--- src/design/ctp_consts.vh ---
// Constants for the transfer and priority unit: opcodes, selects, resets.
// Assumes inclusion by bare name from every design file that needs them.
`ifndef CTP_CONSTS_VH
`define CTP_CONSTS_VH

// ----------------------------------------------------------------------
// Step opcodes on instr_op
// ----------------------------------------------------------------------
`define CTP_OP_XFER 4'h0
`define CTP_OP_A2S 4'h1
`define CTP_OP_S2A 4'h2
`define CTP_OP_A2D 4'h3
`define CTP_OP_D2A 4'h4
`define CTP_OP_MVF 4'h5
`define CTP_OP_MVB 4'h6
`define CTP_OP_TO_EMU 4'h7
`define CTP_OP_TO_NAT 4'h8
`define CTP_OP_SETW 4'h9

// ----------------------------------------------------------------------
// Source and destination selects for a generic transfer
// ----------------------------------------------------------------------
`define CTP_SRC_ACC 3'h0
`define CTP_SRC_X 3'h1
`define CTP_SRC_Y 3'h2
`define CTP_SRC_S 3'h3
`define CTP_SRC_D 3'h4
`define CTP_SRC_IMM 3'h5
`define CTP_DST_ACC 2'h0
`define CTP_DST_X 2'h1
`define CTP_DST_Y 2'h2

// ----------------------------------------------------------------------
// Width-select field positions in instr_byte2 for the width step
// ----------------------------------------------------------------------
`define CTP_SETW_M_BIT 5
`define CTP_SETW_X_BIT 4

// ----------------------------------------------------------------------
// Service source codes, highest priority first
// ----------------------------------------------------------------------
`define CTP_SVC_RESTART 2'h0
`define CTP_SVC_ABORT 2'h1
`define CTP_SVC_NMI 2'h2
`define CTP_SVC_IRQ 2'h3

// ----------------------------------------------------------------------
// Reset and forced values
// ----------------------------------------------------------------------
`define CTP_STACK_HI_EMU 8'h01
`define CTP_IDX_HI_EMU 8'h00
`define CTP_RST_WORD 16'h0000
`define CTP_RST_STACK 16'h01ff
`define CTP_RST_BYTE 8'h00

`endif

--- src/design/ctp_irq_pri.v ---
// Interrupt pending latches and fixed priority pick at instruction boundaries.
// Assumes inputs synchronous to clock; boundary is a one-cycle pulse.
`include "ctp_consts.vh"

module ctp_irq_pri (
    // Clock and reset
    input wire clock,
    input wire rst_n,
    // Sources and gating
    input wire restart_in,
    input wire abort_in,
    input wire nmi_in,
    input wire irq_in,
    input wire irq_mask,
    input wire boundary,
    // Service answer
    output reg svc_valid_r,
    output reg [1:0] svc_src_r
);

    // ------------------------------------------------------------------
    // Sticky latches for restart, abort and edge-caught nmi
    // ------------------------------------------------------------------
    reg [2:0] pend_r;
    reg nmi_prev_r;
    wire [2:0] set_w;
    wire [2:0] take_w;
    wire irq_live;

    assign set_w = {nmi_in & ~nmi_prev_r, abort_in, restart_in};
    assign irq_live = irq_in & ~irq_mask;
    // Only the highest pending one is taken; the rest stay latched
    assign take_w[0] = boundary & pend_r[0];
    assign take_w[1] = boundary & pend_r[1] & ~pend_r[0];
    assign take_w[2] = boundary & pend_r[2] & ~pend_r[1] & ~pend_r[0];

    always @(posedge clock or negedge rst_n) begin
        if (!rst_n) begin
            nmi_prev_r <= 1'b0;
        end else begin
            nmi_prev_r <= nmi_in;
        end
    end

    // Set beats clear so an event landing on its own service is kept
    genvar gi;
    generate
        for (gi = 0; gi < 3; gi = gi + 1) begin : g_pend
            always @(posedge clock or negedge rst_n) begin
                if (!rst_n) begin
                    pend_r[gi] <= 1'b0;
                end else begin
                    pend_r[gi] <= (pend_r[gi] & ~take_w[gi]) | set_w[gi];
                end
            end
        end
    endgenerate

    // ------------------------------------------------------------------
    // Service pulse; irq is a level and stays pending while held
    // ------------------------------------------------------------------
    always @(posedge clock or negedge rst_n) begin
        if (!rst_n) begin
            svc_valid_r <= 1'b0;
            svc_src_r <= `CTP_SVC_RESTART;
        end else begin
            svc_valid_r <= boundary & ((|pend_r) | irq_live);
            if (take_w[0]) begin
                svc_src_r <= `CTP_SVC_RESTART;
            end else if (take_w[1]) begin
                svc_src_r <= `CTP_SVC_ABORT;
            end else if (take_w[2]) begin
                svc_src_r <= `CTP_SVC_NMI;
            end else if (boundary & irq_live) begin
                svc_src_r <= `CTP_SVC_IRQ;
            end
        end
    end

endmodule // ctp_irq_pri

--- src/design/ctp_core.v ---
// Register transfer datapath, write-cycle hold and interrupt priority unit.
// Assumes a sequencer that issues one step per instr_valid pulse and that
// the memory side drives ready synchronously with clock.
`include "ctp_consts.vh"

module ctp_core (
    // Clock and reset
    input wire clock,
    input wire rst_n,
    // Instruction step from the sequencer
    input wire instr_valid,
    input wire [3:0] instr_op,
    input wire [2:0] instr_src,
    input wire [1:0] instr_dst,
    input wire [7:0] instr_byte2,
    input wire [15:0] instr_imm,
    // Write cycle toward memory
    input wire wr_start,
    input wire [23:0] wr_addr,
    input wire [7:0] wr_data,
    input wire ready,
    output reg mem_we_r,
    output reg [23:0] mem_addr_r,
    output reg [7:0] mem_wdata_r,
    output reg wr_done_r,
    // Interrupt sources
    input wire restart_in,
    input wire abort_in,
    input wire nmi_in,
    input wire irq_in,
    input wire irq_mask,
    input wire boundary,
    output wire svc_valid_r,
    output wire [1:0] svc_src_r,
    // Register state
    output reg [15:0] acc_r,
    output reg [15:0] idx_x_r,
    output reg [15:0] idx_y_r,
    output reg [15:0] stack_r,
    output reg [15:0] direct_r,
    output reg [7:0] bank_r,
    output reg emu_r,
    output reg m_flag_r,
    output reg x_flag_r,
    output reg neg_r,
    output reg zero_r,
    output reg [15:0] xfer_bus_r,
    output reg instr_done_r
);

    // ------------------------------------------------------------------
    // Write cycle hold
    // ------------------------------------------------------------------
    wire wr_finish;
    wire step_ok;

    assign wr_finish = mem_we_r & ready;
    // Steps offered while a write is open are dropped, so the core is truly halted
    assign step_ok = instr_valid & ~mem_we_r;

    // The cycle stays on the pins until ready returns high
    always @(posedge clock or negedge rst_n) begin
        if (!rst_n) begin
            mem_we_r <= 1'b0;
            mem_addr_r <= 24'h00_0000;
            mem_wdata_r <= `CTP_RST_BYTE;
            wr_done_r <= 1'b0;
        end else begin
            wr_done_r <= wr_finish;
            if (mem_we_r) begin
                mem_we_r <= ~ready;
            end else if (wr_start) begin
                mem_we_r <= 1'b1;
                mem_addr_r <= wr_addr;
                mem_wdata_r <= wr_data;
            end
        end
    end

    // ------------------------------------------------------------------
    // Source select: always the full sixteen bits
    // ------------------------------------------------------------------
    reg [15:0] src_val;

    always @* begin
        case (instr_src)
            `CTP_SRC_ACC: src_val = acc_r;
            `CTP_SRC_X: src_val = idx_x_r;
            `CTP_SRC_Y: src_val = idx_y_r;
            `CTP_SRC_S: src_val = stack_r;
            `CTP_SRC_D: src_val = direct_r;
            `CTP_SRC_IMM: src_val = instr_imm;
            default: src_val = `CTP_RST_WORD;
        endcase
    end

    // Destination width: accumulator follows m, index follows x
    wire dst_narrow;
    wire [15:0] xfer_val;

    assign dst_narrow = (instr_dst == `CTP_DST_ACC) ? m_flag_r : x_flag_r;
    // Per-step value placed on the internal path
    assign xfer_val = (instr_op == `CTP_OP_XFER) ? src_val :
                      (instr_op == `CTP_OP_S2A) ? stack_r :
                      (instr_op == `CTP_OP_D2A) ? direct_r : acc_r;

    // ------------------------------------------------------------------
    // Register file and flags
    // ------------------------------------------------------------------
    always @(posedge clock or negedge rst_n) begin
        if (!rst_n) begin
            acc_r <= `CTP_RST_WORD;
            idx_x_r <= `CTP_RST_WORD;
            idx_y_r <= `CTP_RST_WORD;
            stack_r <= `CTP_RST_STACK;
            direct_r <= `CTP_RST_WORD;
            bank_r <= `CTP_RST_BYTE;
            emu_r <= 1'b1;
            m_flag_r <= 1'b1;
            x_flag_r <= 1'b1;
            neg_r <= 1'b0;
            zero_r <= 1'b0;
            xfer_bus_r <= `CTP_RST_WORD;
            instr_done_r <= 1'b0;
        end else begin
            instr_done_r <= step_ok;
            if (step_ok) begin
                xfer_bus_r <= xfer_val;
                case (instr_op)
                    `CTP_OP_XFER: begin
                        // Narrow target keeps its high byte untouched
                        case (instr_dst)
                            `CTP_DST_ACC: begin
                                if (dst_narrow) begin
                                    acc_r[7:0] <= src_val[7:0];
                                end else begin
                                    acc_r <= src_val;
                                end
                            end
                            `CTP_DST_X: begin
                                if (dst_narrow) begin
                                    idx_x_r[7:0] <= src_val[7:0];
                                end else begin
                                    idx_x_r <= src_val;
                                end
                            end
                            `CTP_DST_Y: begin
                                if (dst_narrow) begin
                                    idx_y_r[7:0] <= src_val[7:0];
                                end else begin
                                    idx_y_r <= src_val;
                                end
                            end
                            default: begin
                                acc_r <= acc_r;
                            end
                        endcase
                        if (instr_dst != 2'h3) begin
                            neg_r <= dst_narrow ? src_val[7] : src_val[15];
                            zero_r <= dst_narrow ? (src_val[7:0] == 8'h00) :
                                      (src_val == 16'h0000);
                        end
                    end
                    `CTP_OP_A2S: begin
                        // Emulation keeps page one; native takes the upper byte
                        if (emu_r) begin
                            stack_r <= {`CTP_STACK_HI_EMU, acc_r[7:0]};
                        end else begin
                            stack_r <= acc_r;
                        end
                    end
                    `CTP_OP_S2A: begin
                        acc_r <= stack_r;
                        neg_r <= stack_r[15];
                        zero_r <= (stack_r == 16'h0000);
                    end
                    `CTP_OP_A2D: begin
                        direct_r <= acc_r;
                        neg_r <= acc_r[15];
                        zero_r <= (acc_r == 16'h0000);
                    end
                    `CTP_OP_D2A: begin
                        acc_r <= direct_r;
                        neg_r <= direct_r[15];
                        zero_r <= (direct_r == 16'h0000);
                    end
                    `CTP_OP_MVF, `CTP_OP_MVB: begin
                        bank_r <= instr_byte2;
                    end
                    `CTP_OP_TO_EMU: begin
                        // Low bytes and the accumulator survive the switch
                        emu_r <= 1'b1;
                        m_flag_r <= 1'b1;
                        x_flag_r <= 1'b1;
                        stack_r[15:8] <= `CTP_STACK_HI_EMU;
                        idx_x_r[15:8] <= `CTP_IDX_HI_EMU;
                        idx_y_r[15:8] <= `CTP_IDX_HI_EMU;
                    end
                    `CTP_OP_TO_NAT: begin
                        emu_r <= 1'b0;
                    end
                    `CTP_OP_SETW: begin
                        // Widths are locked narrow in emulation
                        if (!emu_r) begin
                            m_flag_r <= instr_byte2[`CTP_SETW_M_BIT];
                            x_flag_r <= instr_byte2[`CTP_SETW_X_BIT];
                            if (instr_byte2[`CTP_SETW_X_BIT]) begin
                                idx_x_r[15:8] <= `CTP_IDX_HI_EMU;
                                idx_y_r[15:8] <= `CTP_IDX_HI_EMU;
                            end
                        end
                    end
                    default: begin
                        acc_r <= acc_r;
                    end
                endcase
            end
        end
    end

    // ------------------------------------------------------------------
    // Interrupt priority
    // ------------------------------------------------------------------
    ctp_irq_pri u_irq_pri (
        .clock(clock),
        .rst_n(rst_n),
        .restart_in(restart_in),
        .abort_in(abort_in),
        .nmi_in(nmi_in),
        .irq_in(irq_in),
        .irq_mask(irq_mask),
        .boundary(boundary),
        .svc_valid_r(svc_valid_r),
        .svc_src_r(svc_src_r)
    );

endmodule // ctp_core

--- config.mk ---
export PLATFORM = sky130hd
export DESIGN_NAME = ctp_core
export DESIGN_NICKNAME = d
export VERILOG_FILES = /design/src/design/ctp_irq_pri.v /design/src/design/ctp_core.v
export VERILOG_INCLUDE_DIRS = /design/src /design/src/design
export SDC_FILE = /design/constraint.sdc
export NUM_CORES = 1
export LEC_CHECK = 0
export BUFFER_PORTS_ARGS = -buffer_cell sky130_fd_sc_hd__buf_4
export CORE_ASPECT_RATIO = 1.75
export CORE_MARGIN = 5
export CORE_UTILIZATION = 30
export DETAILED_ROUTE_END_ITERATION = 12
export GPL_ROUTABILITY_DRIVEN = 0
export PLACE_DENSITY = 0.65
export SETUP_SLACK_MARGIN = 0.4
export SLEW_MARGIN = 20
export SYNTH_ARGS = -nofsm -noshare
export SYNTH_HDL_FRONTEND = slang
export SYNTH_SLANG_ARGS = --single-unit
--- constraint.sdc ---
create_clock -name clock -period 1.8 [get_ports clock]
set_input_delay 0.27 -clock clock [delete_from_list [all_inputs] [get_ports clock]]
set_output_delay 0.27 -clock clock [all_outputs]
set_load 0.02 [all_outputs]
==> summary.md <==
| Metric | Value |
|---|---|
| Slew Viols, Final | `0` |
| Clk_lat worst skew | `0.45 ns` |
| CTS Buf Count | `17` |
| Clock skew | `0.0122 ns` |
| Drt drc | `0` |
| Routed vias | `7903` |
| Syn Std Cell Area | `7510 µm²` |
| # H-tree levels | `4` |
| Sequential Power Share | `0.314` |
| Total GRT Usage | `0.220` |
| Die extent in y | `219 µm` |
| DP Area | `10500 µm²` |
| Overflow left after global routing | `0` |
| Core area | `24600 µm²` |
| Seq cells post-synth | `151` |
| Vias in the first global route | `8017` |
| Synth area leader | `dfrtp_1` |
| Static leakage | `6.19 nW` |
| Total wire length | `32.7 mm` |
| Async S/R FF share, synth | `1.00` |
| Rel. slew slack | `0.359` |
| Startpoint types | `register` |
| Setup TNS | `0 ns` |
| Setup CP Type | `register to register` |
| Max incr delay on CP | `0.39 ns` |
| CP Data Required Time | `2.19 ns` |
| Hold Path Class | `primary input to register` |
| Largest net degree at the start of global routing | `58` |
| Boundary pin count | `223` |
| Total power | `16.7 mW` |
| Die ar. | `28400 µm²` |
| Antenna Nets Post-Route | `0` |
| CP max FO | `4` |
| Critical path's slowest cell | `dfrtp_1` |
| Ant diodes | `0` |
| Outcome | `finished clean` |
| Synth Warn # | `0` |
| # clock sinks | `151` |
| FMAX | `589 MHz` |
| Internal power | `10.5 mW` |
| Post-Syn Instances | `702` |
| Synthesized area per cell | `10.7 µm²` |
| Syn_nets | `778` |
| Time the worst path needs with I/O delays and setup | `1.70 ns` |
| CP Cell Sequence | `mux2_4 > a222oi_1 > buf_4 > nand4_1 > o21ai_1 > a41o_1` |
| Final setup fails | `0` |
| Final hold vios | `0` |
| Number of flops mapped to enable cells by yosys | `0` |
| Fin nets | `1199` |
| Multi-input logic area | `4390 µm²` |
| Post-synthesis sequential area ratio | `0.505` |
| CP arrival | `2.08 ns` |
| Buf/Inv on CP | `1` |
| DR vias/cell | `5.46` |
| Die width | `130 µm` |
| Fill cell count | `2068` |
| Clk slew on worst S/H paths | `0.06 ns` |
| Initial drt markers | `568` |
| Sw frac | `0.374` |
| Clock root buffer | `clkbuf_16` |
| Antenna violations before repair | `0` |
| FF/Latch Area | `3810 µm²` |
| Clk buf depth | `2` |
| WL/cell | `22.6 µm` |
| Most common cell after layout, fill and taps aside | `buf_4` |
| First-pass GRT wire length | `47.0 mm` |
| Clock group share of total power | `0.214` |
| Post-synth cell types | `57` |
| Largest cells by area after synthesis | `dfrtp_1 46%, mux2_2 9.6%, mux2i_1 4.5%` |
| Cell Pwr Density | `1270 nW/µm²` |
| RSZ-0062 raised after global routing | `true` |
| VDD IR max | `0.682 mV` |
| Commonest non-fill, non-tap cells in the layout | `329 x buf_4, 124 x dfrtp_1, 94 x buf_6` |
| Combinational share of power | `0.472` |
| Row count | `76` |
| Switching power | `6.24 mW` |
| Slew @ Worst Pin | `0.958 ns` |
| # Max-Cap Violations | `0` |
| Share of cells above drive strength 1 | `0.620` |
| Main synth FF type | `dfrtp_1` |
| Area share of the largest cell type after synthesis | `0.463` |
| Ratio of final minimum period to clock period | `0.943` |
| First-pass DRT Iterations | `5` |
| CTS tree | `built` |
| Port Buffers | `222` |
| Dpl hpwl | `22.3 mm` |
| Worst setup EP type | `register` |
| Initial Util | `0.305` |
| Fin area | `13100 µm²` |
| Synthesis-to-finish area growth | `75.0%` |
| Family with the most delay on the worst path | `compound AO/OA/AOI/OAI gates` |
==> registers in the layout, indices dropped and copies added (netlist names), 16 cells and up <==
register	flops
xfer_bus_r	16
idx_y_r	16
stack_r	16
direct_r	16
idx_x_r	16
mem_addr_r	24
acc_r	16
==> final timing paths <==
kind / slack (ns) / depth (start not counted) / end / start
max in group asynchronous: 0.86 / 3 / stack_r[11] / rst_n
worst max register to register: 0.10 / 6 / zero_r / direct_r[12]
worst min-delay path: 0.01 / 2 / u_irq_pri.pend_r[1] / abort_in
worst max-delay path: 0.10 / 6 / zero_r / direct_r[12]
min in group asynchronous: 0.27 / 2 / direct_r[7] / rst_n
worst min register to register: 0.42 / 1 / u_irq_pri.pend_r[2] / u_irq_pri.nmi_prev_r
==> metal layers <==
metal / GRT usage / routed length, µm / part of all wire / vias up
li1: - / - / - / 3451
met1: 0.234 / 10700 / 0.33 / 3851
met2: 0.375 / 16700 / 0.51 / 451
met3: 0.0609 / 2690 / 0.082 / 150
met4: 0.144 / 2560 / 0.078 / 0
met5: 0 / 0 / 0 / -
==> stage by stage <==
stage,setup WS (ns),hold WS (ns),std cells,util
floorplan,0.0422,-0.0256,702,-
global placement,-0.132,0.180,1316,0.428
detailed placement,-0.129,0.183,1316,0.428
CTS,0.118,0.00179,1419,0.503
global route,0.0304,0.0192,1448,0.534
finish,0.102,0.0136,1448,0.534
==> logic make-up after synthesis <==
logic type      after synthesis  synth area share
compound gates              160             0.143
xor+xnor                      1           0.00117
buf+inv                      53            0.0323
flops                       151             0.505
mux                         125             0.183
simple gates                212             0.135
==> power groups by stage <==
stage | sequential, mW | clock, mW | combinational (mW)
floorplan | 6.15 | 0 | 1.64
global placement | 5.20 | 0 | 5.74
detailed placement | 5.22 | 0 | 5.79
CTS | 5.20 | 3.63 | 7.13
global route | 5.35 | 3.78 | 8.30
finish | 5.25 | 3.58 | 7.88
==> cell usage after synthesis, types with 3 or more instances <==
cell type and count:
a211oi_1 7, a21oi_1 41, a221oi_1 17, a222oi_1 3
a22oi_1 11, a31oi_1 15, buf_1 5, buf_2 20
clkbuf_1 17, dfrtp_1 139, dfstp_2 12, inv_1 5
inv_2 3, mux2_1 24, mux2_2 64, mux2_4 3
mux2i_1 34, nand2_1 74, nand2b_1 8, nand3_1 21
nor2_1 61, nor2b_1 5, nor3_1 5, nor4_1 13
o21ai_0 13, o21ai_1 12, o221ai_1 5, o22ai_1 3
o31ai_1 18, or3_1 5
==> cell type report <==
class | count | area share
multi-input combinational | 499 | 0.334
inverter | 8 | 0.00248
sequential | 151 | 0.290
timing repair buffer | 446 | 0.299
clock buffer | 22 | 0.0353
tap | 312 | 0.0297
clock inverter | 10 | 0.00914
==> what timing repair did <==
item | CTS | global route
hold endpoints to repair | 32 | 0
gates resized for setup | 180 | 118
hold buffers | 3 | 0
setup endpoints to repair | 153 | 181
cloned | 3 | 3
buffers inserted | 65 | 26
pin swaps | 32 | 31
Note: power is estimated with default switching activity, not from simulation.
